## src/verilog/fbcis_pkg.sv

```systemverilog
// shared constants and types for the 4-bit core execution unit
package fbcis_pkg;
  localparam int PC_W = 14;
  localparam int PAGE_W = 7;
  localparam int STACK_DEPTH = 8;
  localparam int SP_W = 3;
  localparam int DP_W = 10;
  localparam int NIB_W = 4;
  localparam int WORD_W = 10;
  localparam int ADC_W = 10;
  localparam int NREQ = 9;
  localparam int NRELOAD = 7;
  localparam int RELOAD_W = 8;
  localparam int LCD_RELOAD_W = 4;
  // reset values
  localparam logic [PC_W-1:0] PC_RESET = 14'h0000;
  localparam logic [SP_W-1:0] SP_RESET = 3'h0;
  localparam logic [NIB_W-1:0] NIB_RESET = 4'h0;
  localparam logic [RELOAD_W-1:0] RELOAD_RESET = 8'h00;
  localparam logic BIT_RESET = 1'b0;
  // page that the short call always lands in
  localparam logic [PAGE_W-1:0] CALL_PAGE = 7'h02;
  // instruction group, word bits 9:7
  localparam logic [2:0] G_MISC = 3'h0;
  localparam logic [2:0] G_RELOAD = 3'h2;
  localparam logic [2:0] G_TABLE_READ_PAGED = 3'h3;
  localparam logic [2:0] G_IMM = 3'h4;
  localparam logic [2:0] G_BL = 3'h5;
  localparam logic [2:0] G_CALL = 3'h6;
  localparam logic [2:0] G_BR = 3'h7;
  // immediate sub-operation, word bits 6:4
  localparam logic [2:0] I_LA = 3'h0;
  localparam logic [2:0] I_ADD = 3'h1;
  localparam logic [2:0] I_SEA = 3'h2;
  localparam logic [2:0] I_LX = 3'h3;
  localparam logic [2:0] I_LY = 3'h4;
  localparam logic [2:0] I_LZ = 3'h5;
  // misc operation codes, word bits 6:0
  localparam logic [6:0] M_NOP = 7'h00;
  localparam logic [6:0] M_AM = 7'h01;
  localparam logic [6:0] M_AMC = 7'h02;
  localparam logic [6:0] M_TAM = 7'h03;
  localparam logic [6:0] M_TMA = 7'h04;
  localparam logic [6:0] M_SC = 7'h05;
  localparam logic [6:0] M_RC = 7'h06;
  localparam logic [6:0] M_DI = 7'h07;
  localparam logic [6:0] M_EI = 7'h08;
  localparam logic [6:0] M_READ_CONVERTER_RESULT = 7'h09;
  localparam logic [6:0] M_READ_CONVERTER_LOW_BITS = 7'h0A;
  localparam logic [6:0] M_CONVERTER_START = 7'h0B;
  localparam logic [6:0] M_TAI3 = 7'h0C;
  localparam logic [6:0] M_TI3A = 7'h0D;
  localparam logic [6:0] M_RT = 7'h0E;
  localparam logic [6:0] M_RTS = 7'h0F;
  localparam logic [6:0] M_RTI = 7'h11;
  localparam logic [6:0] M_LVL0 = 7'h12;
  localparam logic [6:0] M_LVL1 = 7'h13;
  // skip on request k uses code M_SKREQ + k
  localparam logic [6:0] M_SKREQ = 7'h20;
  // request flag positions
  localparam int R_EXT0 = 0;
  localparam int R_EXT1 = 1;
  localparam int R_T1 = 2;
  localparam int R_CONV = 7;
  localparam int R_SER = 8;
  // reload bank positions
  localparam int RL_PS = 0;
  localparam int RL_T1 = 1;
  localparam int RL_T2 = 2;
  localparam int RL_T3 = 3;
  localparam int RL_T4L = 4;
  localparam int RL_T4H = 5;
  localparam int RL_LCD = 6;
  typedef enum logic [4:0] {
    ST_EXEC = 5'b00001,
    ST_BL2 = 5'b00010,
    ST_TAB2 = 5'b00100,
    ST_TAB3 = 5'b01000,
    ST_RET2 = 5'b10000
  } fbcis_state_t;
endpackage

```

## src/verilog/fbcis_flag.sv

```systemverilog
`timescale 1ns/1ps
// sticky request flag set by a peripheral event, cleared by a skip test
module fbcis_flag (
  input wire logic clk_in,
  input wire logic rst_in,
  input wire logic set_in,
  input wire logic clear_in,
  output logic flag_out
);
  // set outranks clear so an event in the clearing cycle survives
  always_ff @(posedge clk_in or posedge rst_in) begin
    if (rst_in) begin
      flag_out <= fbcis_pkg::BIT_RESET;
    end else if (set_in) begin
      flag_out <= 1'b1;
    end else if (clear_in) begin
      flag_out <= 1'b0;
    end
  end
endmodule

```

## src/verilog/fbcis_core.sv

```systemverilog
`timescale 1ns/1ps
// 4-bit core: sequencing, skip, stack, pointer, flag tests, reloads
// Overview of operation
// - after a met skip the next instruction is fetched but has no effect
// - a skip never adds an extra step to the program counter
// - a suppressed long branch keeps its normal two-cycle count
// - suppressed table read or plain returns take exactly one cycle
// - 14-bit counter, 7-bit page and 7-bit in-page halves loaded apart
// - eight 14-bit stack entries, 3-bit index, pre-increment push
// - 10-bit memory pointer from file and two index nibbles
// - add with carry sums accumulator, memory, carry; carry-out saved
// - external request tests skip and clear only with enable low
// - pin level tests skip on high or low per polarity bit
// - timer request tests skip and clear only with enable low
// - conversion-done test skips and clears only with enable low
// - serial-done test skips and clears only with enable low
// - result read gives bits 9:6,5:2 or 7:4,3:0 by mode
// - 8-bit reloads for prescaler, timers 1-4 pair, 4-bit lcd
// - third interrupt control is one bit via acc bit 0
// - converter start clears done flag and starts by mode bit
// - adds without carry leave the carry flag alone
module fbcis_core (
  input wire logic clk_in,
  input wire logic rst_in,
  output logic [fbcis_pkg::PC_W-1:0] pmem_addr_out,
  input wire logic [fbcis_pkg::WORD_W-1:0] instr_in,
  output logic [fbcis_pkg::DP_W-1:0] dmem_addr_out,
  input wire logic [fbcis_pkg::NIB_W-1:0] dmem_rdata_in,
  output logic [fbcis_pkg::NIB_W-1:0] dmem_wdata_out,
  output logic dmem_we_out,
  input wire logic ext0_pin_in,
  input wire logic ext1_pin_in,
  input wire logic ext0_polarity_bit_in,
  input wire logic ext1_polarity_bit_in,
  input wire logic ext0_irq_enable_bit_in,
  input wire logic ext1_irq_enable_bit_in,
  input wire logic timer1_irq_enable_bit_in,
  input wire logic [3:0] timer_irq_enable_bits_in,
  input wire logic converter_irq_enable_bit_in,
  input wire logic serial_irq_enable_bit_in,
  input wire logic [fbcis_pkg::NREQ-1:0] request_event_in,
  output logic [fbcis_pkg::NREQ-1:0] request_flags_out,
  input wire logic [fbcis_pkg::ADC_W-1:0] adc_result_in,
  input wire logic converter_mode_bit_in,
  output logic converter_start_out,
  output logic comparator_start_out,
  output logic global_irq_enable_out,
  output logic third_irq_control_out,
  output logic carry_bit_out,
  output logic [7:0] prescaler_reload_out,
  output logic [7:0] timer1_reload_out,
  output logic [7:0] timer2_reload_out,
  output logic [7:0] timer3_reload_out,
  output logic [7:0] timer4_reload_low_out,
  output logic [7:0] timer4_reload_high_out,
  output logic [3:0] lcd_timer_reload_out
);
  function automatic logic is_misc(input logic [9:0] w, input logic [6:0] c);
    return w[9:7] == fbcis_pkg::G_MISC && w[6:0] == c;
  endfunction

  function automatic logic is_imm(input logic [9:0] w, input logic [2:0] s);
    return w[9:7] == fbcis_pkg::G_IMM && w[6:4] == s;
  endfunction

  fbcis_pkg::fbcis_state_t st;
  fbcis_pkg::fbcis_state_t next_st;
  logic [6:0] counter_page_half;
  logic [6:0] counter_inpage_half;
  logic [13:0] return_stack [0:fbcis_pkg::STACK_DEPTH-1];
  logic [2:0] stack_index;
  logic [3:0] acc;
  logic [3:0] breg;
  logic [3:0] idx_x;
  logic [3:0] idx_y;
  logic [1:0] file_z;
  logic carry_bit;
  logic global_irq_enable;
  logic third_irq_control;
  logic skip_pending;
  logic quiet;
  logic [6:0] page_latch;
  logic [7:0] reload_bank [0:fbcis_pkg::NRELOAD-1];
  logic [1:0] pin0_sync;
  logic [1:0] pin1_sync;
  logic [13:0] next_pc;
  logic [3:0] next_acc;
  logic [3:0] next_b;
  logic next_cy;
  logic [8:0] req_hit;
  logic [8:0] req_clear;

  wire [2:0] grp = instr_in[9:7];
  wire [6:0] code = instr_in[6:0];
  wire [3:0] nib = instr_in[3:0];
  wire at_exec = st == fbcis_pkg::ST_EXEC;
  // a pending skip turns every operation decode off for one instruction; a long branch still steps to ST_BL2
  wire live = at_exec && !skip_pending;
  wire any_bl = grp == fbcis_pkg::G_BL;
  wire any_table_read_paged = grp == fbcis_pkg::G_TABLE_READ_PAGED;
  wire any_rt = is_misc(instr_in, fbcis_pkg::M_RT);
  wire any_rts = is_misc(instr_in, fbcis_pkg::M_RTS);
  wire any_rti = is_misc(instr_in, fbcis_pkg::M_RTI);
  wire op_am = live && is_misc(instr_in, fbcis_pkg::M_AM);
  wire op_amc = live && is_misc(instr_in, fbcis_pkg::M_AMC);
  wire op_tam = live && is_misc(instr_in, fbcis_pkg::M_TAM);
  wire op_tma = live && is_misc(instr_in, fbcis_pkg::M_TMA);
  wire op_sc = live && is_misc(instr_in, fbcis_pkg::M_SC);
  wire op_rc = live && is_misc(instr_in, fbcis_pkg::M_RC);
  wire op_di = live && is_misc(instr_in, fbcis_pkg::M_DI);
  wire op_ei = live && is_misc(instr_in, fbcis_pkg::M_EI);
  wire op_read_converter_result = live && is_misc(instr_in, fbcis_pkg::M_READ_CONVERTER_RESULT);
  wire op_read_converter_low_bits = live && is_misc(instr_in, fbcis_pkg::M_READ_CONVERTER_LOW_BITS);
  wire op_converter_start = live && is_misc(instr_in, fbcis_pkg::M_CONVERTER_START);
  wire op_tai3 = live && is_misc(instr_in, fbcis_pkg::M_TAI3);
  wire op_ti3a = live && is_misc(instr_in, fbcis_pkg::M_TI3A);
  wire op_lvl0 = live && is_misc(instr_in, fbcis_pkg::M_LVL0);
  wire op_lvl1 = live && is_misc(instr_in, fbcis_pkg::M_LVL1);
  wire op_rts = live && any_rts;
  wire op_rt = live && (any_rt || any_rts || any_rti);
  wire op_la = live && is_imm(instr_in, fbcis_pkg::I_LA);
  wire op_add = live && is_imm(instr_in, fbcis_pkg::I_ADD);
  wire op_sea = live && is_imm(instr_in, fbcis_pkg::I_SEA);
  wire op_lx = live && is_imm(instr_in, fbcis_pkg::I_LX);
  wire op_ly = live && is_imm(instr_in, fbcis_pkg::I_LY);
  wire op_lz = live && is_imm(instr_in, fbcis_pkg::I_LZ);
  wire op_call = live && grp == fbcis_pkg::G_CALL;
  wire op_br = live && grp == fbcis_pkg::G_BR;
  wire op_reload = live && grp == fbcis_pkg::G_RELOAD;

  wire [13:0] pc = {counter_page_half, counter_inpage_half};
  wire [13:0] pc_inc = pc + 14'h0001;
  wire [2:0] sp_up = stack_index + 3'h1;
  wire [2:0] sp_dn = stack_index - 3'h1;
  wire [13:0] ret_target = return_stack[stack_index];
  wire [9:0] memory_pointer = {file_z, idx_x, idx_y};
  wire [4:0] imm_sum = {1'b0, acc} + {1'b0, nib};
  wire [3:0] am_sum = acc + dmem_rdata_in;
  wire [4:0] amc_sum = {1'b0, acc} + {1'b0, dmem_rdata_in} + {4'h0, carry_bit};
  wire lvl0 = ext0_polarity_bit_in ? pin0_sync[1] : !pin0_sync[1];
  wire lvl1 = ext1_polarity_bit_in ? pin1_sync[1] : !pin1_sync[1];
  wire [8:0] req_enable = {serial_irq_enable_bit_in,
    converter_irq_enable_bit_in, timer_irq_enable_bits_in,
    timer1_irq_enable_bit_in, ext1_irq_enable_bit_in,
    ext0_irq_enable_bit_in};
  wire next_skip = (|req_hit) || (op_lvl0 && lvl0) || (op_lvl1 && lvl1)
    || (op_add && !imm_sum[4]) || (op_sea && acc == nib) || op_rts;

  // a request test with its enable high falls through as a no-operation
  for (genvar k = 0; k < fbcis_pkg::NREQ; k++) begin : g_req
    assign req_hit[k] = live && grp == fbcis_pkg::G_MISC
      && code == fbcis_pkg::M_SKREQ + 7'(k)
      && !req_enable[k] && request_flags_out[k];
    fbcis_flag u_flag (
      .clk_in(clk_in),
      .rst_in(rst_in),
      .set_in(request_event_in[k]),
      .clear_in(req_clear[k]),
      .flag_out(request_flags_out[k])
    );
  end
  assign req_clear = req_hit | ({8'h00, op_converter_start} << fbcis_pkg::R_CONV);

  // skipped long branches still use their second cycle, skipped table reads
  // and plain returns drop their extra cycles
  always_comb begin
    next_st = fbcis_pkg::ST_EXEC;
    unique case (st)
      fbcis_pkg::ST_EXEC: begin
        if (any_bl) begin
          next_st = fbcis_pkg::ST_BL2;
        end else if (!skip_pending && any_table_read_paged) begin
          next_st = fbcis_pkg::ST_TAB2;
        end else if (!skip_pending && (any_rt || any_rts)) begin
          next_st = fbcis_pkg::ST_RET2;
        end
      end
      fbcis_pkg::ST_TAB2: next_st = fbcis_pkg::ST_TAB3;
      fbcis_pkg::ST_BL2, fbcis_pkg::ST_TAB3, fbcis_pkg::ST_RET2:
        next_st = fbcis_pkg::ST_EXEC;
    endcase
  end

  always_comb begin
    next_pc = pc_inc;
    if (st == fbcis_pkg::ST_TAB2 || st == fbcis_pkg::ST_TAB3
        || st == fbcis_pkg::ST_RET2) begin
      next_pc = pc;
    end
    if (op_br) begin
      next_pc = {counter_page_half, code};
    end
    if (op_call) begin
      next_pc = {fbcis_pkg::CALL_PAGE, code};
    end
    if (op_rt) begin
      next_pc = ret_target;
    end
    if (st == fbcis_pkg::ST_BL2 && !quiet) begin
      next_pc = {page_latch, code};
    end
  end

  always_comb begin
    next_acc = acc;
    next_b = breg;
    next_cy = carry_bit;
    if (op_la) next_acc = nib;
    if (op_add) next_acc = imm_sum[3:0];
    if (op_am) next_acc = am_sum;
    if (op_amc) {next_cy, next_acc} = amc_sum;
    if (op_tam) next_acc = dmem_rdata_in;
    if (op_sc) next_cy = 1'b1;
    if (op_rc) next_cy = 1'b0;
    if (op_read_converter_result) begin
      next_b = converter_mode_bit_in ? adc_result_in[7:4]
        : adc_result_in[9:6];
      next_acc = converter_mode_bit_in ? adc_result_in[3:0]
        : adc_result_in[5:2];
    end
    if (op_read_converter_low_bits) next_acc = {adc_result_in[1:0], 2'b00};
    if (op_tai3) next_acc = {3'b000, third_irq_control};
    if (st == fbcis_pkg::ST_TAB2) {next_b, next_acc} = instr_in[7:0];
  end

  // the table row comes from the page operand and the accumulator
  assign pmem_addr_out = (st == fbcis_pkg::ST_TAB2)
    ? {page_latch, 3'h0, acc} : pc;
  assign dmem_addr_out = memory_pointer;
  assign dmem_wdata_out = acc;
  assign dmem_we_out = op_tma;
  assign global_irq_enable_out = global_irq_enable;
  assign third_irq_control_out = third_irq_control;
  assign carry_bit_out = carry_bit;
  assign prescaler_reload_out = reload_bank[fbcis_pkg::RL_PS];
  assign timer1_reload_out = reload_bank[fbcis_pkg::RL_T1];
  assign timer2_reload_out = reload_bank[fbcis_pkg::RL_T2];
  assign timer3_reload_out = reload_bank[fbcis_pkg::RL_T3];
  assign timer4_reload_low_out = reload_bank[fbcis_pkg::RL_T4L];
  assign timer4_reload_high_out = reload_bank[fbcis_pkg::RL_T4H];
  assign lcd_timer_reload_out = reload_bank[fbcis_pkg::RL_LCD][3:0];

  always_ff @(posedge clk_in or posedge rst_in) begin
    if (rst_in) begin
      st <= fbcis_pkg::ST_EXEC;
      counter_page_half <= fbcis_pkg::PC_RESET[13:7];
      counter_inpage_half <= fbcis_pkg::PC_RESET[6:0];
      skip_pending <= fbcis_pkg::BIT_RESET;
      quiet <= fbcis_pkg::BIT_RESET;
      page_latch <= fbcis_pkg::PC_RESET[13:7];
    end else begin
      st <= next_st;
      counter_page_half <= next_pc[13:7];
      counter_inpage_half <= next_pc[6:0];
      if (at_exec) begin
        skip_pending <= next_skip;
        quiet <= skip_pending;
        page_latch <= code;
      end
    end
  end

  always_ff @(posedge clk_in or posedge rst_in) begin
    if (rst_in) begin
      stack_index <= fbcis_pkg::SP_RESET;
    end else if (op_call) begin
      stack_index <= sp_up;
    end else if (op_rt) begin
      stack_index <= sp_dn;
    end
  end

  // stack cells carry no reset; software never reads an unpushed level
  always_ff @(posedge clk_in) begin
    if (op_call) begin
      return_stack[sp_up] <= pc_inc;
    end
  end

  always_ff @(posedge clk_in or posedge rst_in) begin
    if (rst_in) begin
      acc <= fbcis_pkg::NIB_RESET;
      breg <= fbcis_pkg::NIB_RESET;
      carry_bit <= fbcis_pkg::BIT_RESET;
    end else begin
      acc <= next_acc;
      breg <= next_b;
      carry_bit <= next_cy;
    end
  end

  always_ff @(posedge clk_in or posedge rst_in) begin
    if (rst_in) begin
      idx_x <= fbcis_pkg::NIB_RESET;
      idx_y <= fbcis_pkg::NIB_RESET;
      file_z <= fbcis_pkg::NIB_RESET[1:0];
    end else begin
      if (op_lx) idx_x <= nib;
      if (op_ly) idx_y <= nib;
      if (op_lz) file_z <= nib[1:0];
    end
  end

  always_ff @(posedge clk_in or posedge rst_in) begin
    if (rst_in) begin
      global_irq_enable <= fbcis_pkg::BIT_RESET;
      third_irq_control <= fbcis_pkg::BIT_RESET;
      converter_start_out <= fbcis_pkg::BIT_RESET;
      comparator_start_out <= fbcis_pkg::BIT_RESET;
    end else begin
      if (op_di) global_irq_enable <= 1'b0;
      if (op_ei) global_irq_enable <= 1'b1;
      if (op_ti3a) third_irq_control <= acc[0];
      converter_start_out <= op_converter_start && !converter_mode_bit_in;
      comparator_start_out <= op_converter_start && converter_mode_bit_in;
    end
  end

  // code 7 of the reload group selects nothing and is dropped
  always_ff @(posedge clk_in or posedge rst_in) begin
    if (rst_in) begin
      for (int i = 0; i < fbcis_pkg::NRELOAD; i++) begin
        reload_bank[i] <= fbcis_pkg::RELOAD_RESET;
      end
    end else if (op_reload && code[2:0] < 3'(fbcis_pkg::NRELOAD)) begin
      reload_bank[code[2:0]] <= {breg, acc};
    end
  end

  always_ff @(posedge clk_in or posedge rst_in) begin
    if (rst_in) begin
      pin0_sync <= 2'b00;
      pin1_sync <= 2'b00;
    end else begin
      pin0_sync <= {pin0_sync[0], ext0_pin_in};
      pin1_sync <= {pin1_sync[0], ext1_pin_in};
    end
  end
endmodule

```

## config.mk

```make
export PLATFORM = sky130hd
export DESIGN_NAME = fbcis_core
export DESIGN_NICKNAME = d
export VERILOG_FILES = /design/src/verilog/fbcis_pkg.sv /design/src/verilog/fbcis_flag.sv /design/src/verilog/fbcis_core.sv
export SDC_FILE = /design/constraint.sdc
export NUM_CORES = 1
export LEC_CHECK = 0
export ABC_AREA = 1
export BUFFER_PORTS_ARGS = -buffer_cell sky130_fd_sc_hd__buf_2
export CORE_ASPECT_RATIO = 1.2
export CORE_MARGIN = 2
export CORE_UTILIZATION = 63
export CTS_CLUSTER_SIZE = 10
export DETAILED_ROUTE_END_ITERATION = 16
export PLACE_DENSITY_LB_ADDON = 0.08
export SYNTH_ARGS = -nofsm -noshare
export SYNTH_HDL_FRONTEND = slang
export SYNTH_HIERARCHICAL = 1
export SYNTH_SLANG_ARGS = --single-unit
```

## constraint.sdc

```tcl
create_clock -name clk_in -period 4.7 [get_ports clk_in]
set_input_delay 0.235 -clock clk_in [delete_from_list [all_inputs] [get_ports clk_in]]
set_output_delay 0.235 -clock clk_in [all_outputs]
set_load 0.01 [all_outputs]
```

==> flow_metrics.py <==
metrics = {
    "logic_synthesis": {
        "syn_inst": 1223,
        "synth_top_cell_by_area": "edfxtp_1",
        "synthTopCellsByArea": "edfxtp_1, dfrtp_1, nand2_1",
        "synth_common_cells": "nand2_1, o21ai_0, nor2_1",
        "ys_ff_latch": 231,
        "synth_edf_count": 112,
        "yosysTopAreaCellShare_pct": 30.46,
        "ys_warn_count": 6,
        "ys_seq_area_share_pct": 57.45,
        "ys_async_sr_fraction_pct": 51.52,
        "ys.flop_type": "dfrtp_1",
        "yosysMostFrequentCell": "nand2_1",
        "synth_area_mm2": 0.01104,
        "synth.distinct_cells": 42,
        "syn_nets": 1287,
        "syn_area_per_cell_um2": 9.027,
    },
    "detailed_routing": {
        "drc_errors": 0,
        "wirelength_mm": 29.93,
        "vias_per_cell": 5.702,
        "antenna_left": 0,
        "drt_iter0_drc": 907,
        "firstDrtPassIters": 7,
        "wl_per_cell_um": 18.53,
        "via_count": 9209,
    },
    "die": {
        "dieArea_mm2": 0.01860,
        "dieWidth_um": 124.8,
        "die_h_um": 149.0,
        "pin_count": 144,
        "core-area_mm2": 0.01737,
        "rows": 53,
        "start_util_pct": 63.55,
    },
    "critical_path": {
        "critPathLaunch": "stack_index[1]",
        "cp-end-kind": "flop",
        "crit_path_max_fanout": 31,
        "worstPathArrival_ns": 3.68,
        "crit_path_start_kind": "flop",
        "r2r_cells": 5,
        "reg2reg_slack_ns": 1.16,
        "r2r-end": "return_stack[1][1]",
        "critical_path_class": "reg -> reg",
        "timing.rr.start": "stack_index[1]",
        "required_ns": 4.84,
        "critPathCapture": "return_stack[1][1]",
    },
    "power_and_ir_drop": {
        "clock_power_share_pct": 27.1,
        "p_seq_share_pct": 40.8,
        "ir_drop_mv": 0.3286,
        "swShare_pct": 37.50,
        "leakage_nw": 5.867,
        "p_per_area_mw_per_mm2": 539.6,
        "finalPower_mw": 6.924,
        "p_sw_mw": 2.597,
        "power.share.combinational_pct": 32.1,
        "p_int_mw": 4.328,
    },
    "global_route": {
        "grt_pass1_vias": 9074,
        "grt_pass1_wl_mm": 47.15,
        "grt_max_degree": 82,
        "grt-ovfl-total": 0,
        "gr-usage-all-layers_pct": 32.13,
        "antenna_found_initial": 0,
    },
    "final_layout": {
        "fin_cells": 1615,
        "syn_to_final_growth_pct": 16.23,
        "fin_nets": 1438,
        "stdcell_area_mm2": 0.01283,
        "num_antenna_cells": 0,
        "drive_gt1_share_pct": 15.56,
    },
    "cts": {
        "numCtsBuffers": 27,
        "root_buffer": "clkbuf_16",
        "cts_tree": "yes",
        "clock-sinks": 231,
        "cts_resized": 0,
        "h-tree-depth": 1,
        "clkTransAtPathRegs_ns": 0.06,
        "clock_latency_ns": 0.54,
        "post_cts_buffers": 0,
        "max-clock-path-buffers": 3,
    },
    "placed_design": {
        "dp.cells": 1550,
        "dpl_cell_area_mm2": 0.01190,
        "dpl.hpwl_mm": 20.71,
        "routabilityCongestion": 0.9061,
        "io_buffers": 143,
    },
    "timing": {
        "max_freq_mhz": 282.1,
        "setup_violations": 0,
        "worst_pin_slew_ns": 1.294,
        "rsz0062_at_grt": "no",
        "report.final.slew_viol_count": 0,
        "setup_tns_ns": 0,
        "finalCritPeriodShare_pct": 75.41,
        "post-route-min-period_ns": 3.544,
        "finClkSkew_ns": 0.03068,
        "slew_headroom_pct": 13.42,
        "finalHoldViolCount": 0,
    },
    "status": {
        "status": "finished, final reports clean",
    },
    "hold_path": {
        "hold_class": "in -> reg",
    },
    "run": {
        "cap_violations": 0,
    },
}
==> per-layer routing <==
metal	GRT usage [%]	vias up	part of all wire [%]
li1	-	4383	-
met1	39.57	4353	38
met2	57.73	398	52
met3	4.770	75	6.7
met4	12.28	0	3.4
met5	0	-	0
==> placed cells by master, fill, tap and decap left out, types with 5 or more instances in the layout <==
cell,instances
o22ai_1,23
nor3_1,17
o21ai_1,11
a21oi_1,35
inv_1,112
xor2_1,16
edfxtp_1,112
o221ai_1,5
nand2_1,311
nor2_1,124
dfrtp_1,118
clkbuf_16,27
dlygate4sd3_1,15
clkbuf_1,21
buf_4,8
nor2_2,5
nor2_4,5
nor4_1,5
o21ai_0,150
buf_2,143
nand4_1,17
nand2_2,5
inv_2,8
nand3_1,56
ha_1,11
==> logic make-up after synthesis <==
group / share of synthesized area (%)
AO/OA/AOI/OAI: 11.31
AND/OR/NAND/NOR: 21.85
flip-flops: 57.45
adder cells (fa/ha/maj): 1.972
buffers and inverters: 5.916
XOR/XNOR: 1.507
==> stage by stage <==
stage          utilization, %  hold slack (ns)  worst slack [ns]
6_report                73.86          0.05062             1.156
3_3_place_gp            68.49           0.1760             1.383
3_5_place_dp            68.49           0.1826             1.203
4_1_cts                 73.86          0.03446             1.155
2_1_floorplan               -         -0.03629             1.564
5_1_grt                 73.86          0.08729            0.9578
==> how the worst min path moves through the flow <==
stage	cells after the start	end	startpoint	slack [ns]
6_report	5	dmem_wdata_out[2]	adc_result_in[0]	0.05
4_1_cts	5	dmem_wdata_out[2]	adc_result_in[0]	0.03
3_5_place_dp	2	g_req[6].u_flag/flag_out	rst_in	0.18
5_1_grt	5	dmem_wdata_out[2]	adc_result_in[0]	0.09
3_3_place_gp	2	g_req[2].u_flag/flag_out	rst_in	0.18
2_1_floorplan	1	g_req[0].u_flag/flag_out	rst_in	-0.04
==> power by group through the flow <==
stage | clock network (mW) | registers (mW) | logic (mW)
after detailed placement | 0 | 2.84 | 2.18
final | 1.88 | 2.82 | 2.22
after CTS | 1.89 | 2.82 | 2.21
after floorplan | 0 | 2.82 | 1.37
after global routing | 1.99 | 2.86 | 2.46
after global placement | 0 | 2.84 | 2.12
==> critical path: stages, from the launching register on <==
cell     delay [ns]
dfrtp_1        0.91
inv_1          0.63
ha_1           0.52
inv_1          0.11
nand2_1        0.08
nor2_1         0.90
==> state kept, by name, summed over array words and instances (netlist names), 2 cells and up <==
signal / count
breg: 4
stack_index: 3
pin0_sync: 2
counter_page_half: 7
prescaler_reload_out: 8
timer2_reload_out: 8
pin1_sync: 2
idx_x: 4
counter_inpage_half: 7
file_z: 2
timer1_reload_out: 8
lcd_timer_reload_out: 4
timer4_reload_low_out: 8
st: 5
dmem_wdata_out: 4
page_latch: 7
g_req.u_flag/flag_out: 9
return_stack: 112
timer4_reload_high_out: 8
idx_y: 4
timer3_reload_out: 8
==> layout make-up <==
cell class / instances / area, um2
Sequential cell: 231 / 6342
Fill cell: 1340 / 4542
Multi-Input combinational cell: 826 / 4045
Timing Repair Buffer: 166 / 925.9
Clock buffer: 48 / 754.5
Inverter: 122 / 460.4
Tap cell: 220 / 275.3
Clock inverter: 2 / 28.78
==> what timing repair did <==
item | in CTS | in global routing
setup endpoints to repair | 0 | 0
endpoints found under the hold margin | 23 | 0
hold buffers | 15 | 0
No activity file was read; power rests on OpenSTA's default activity.
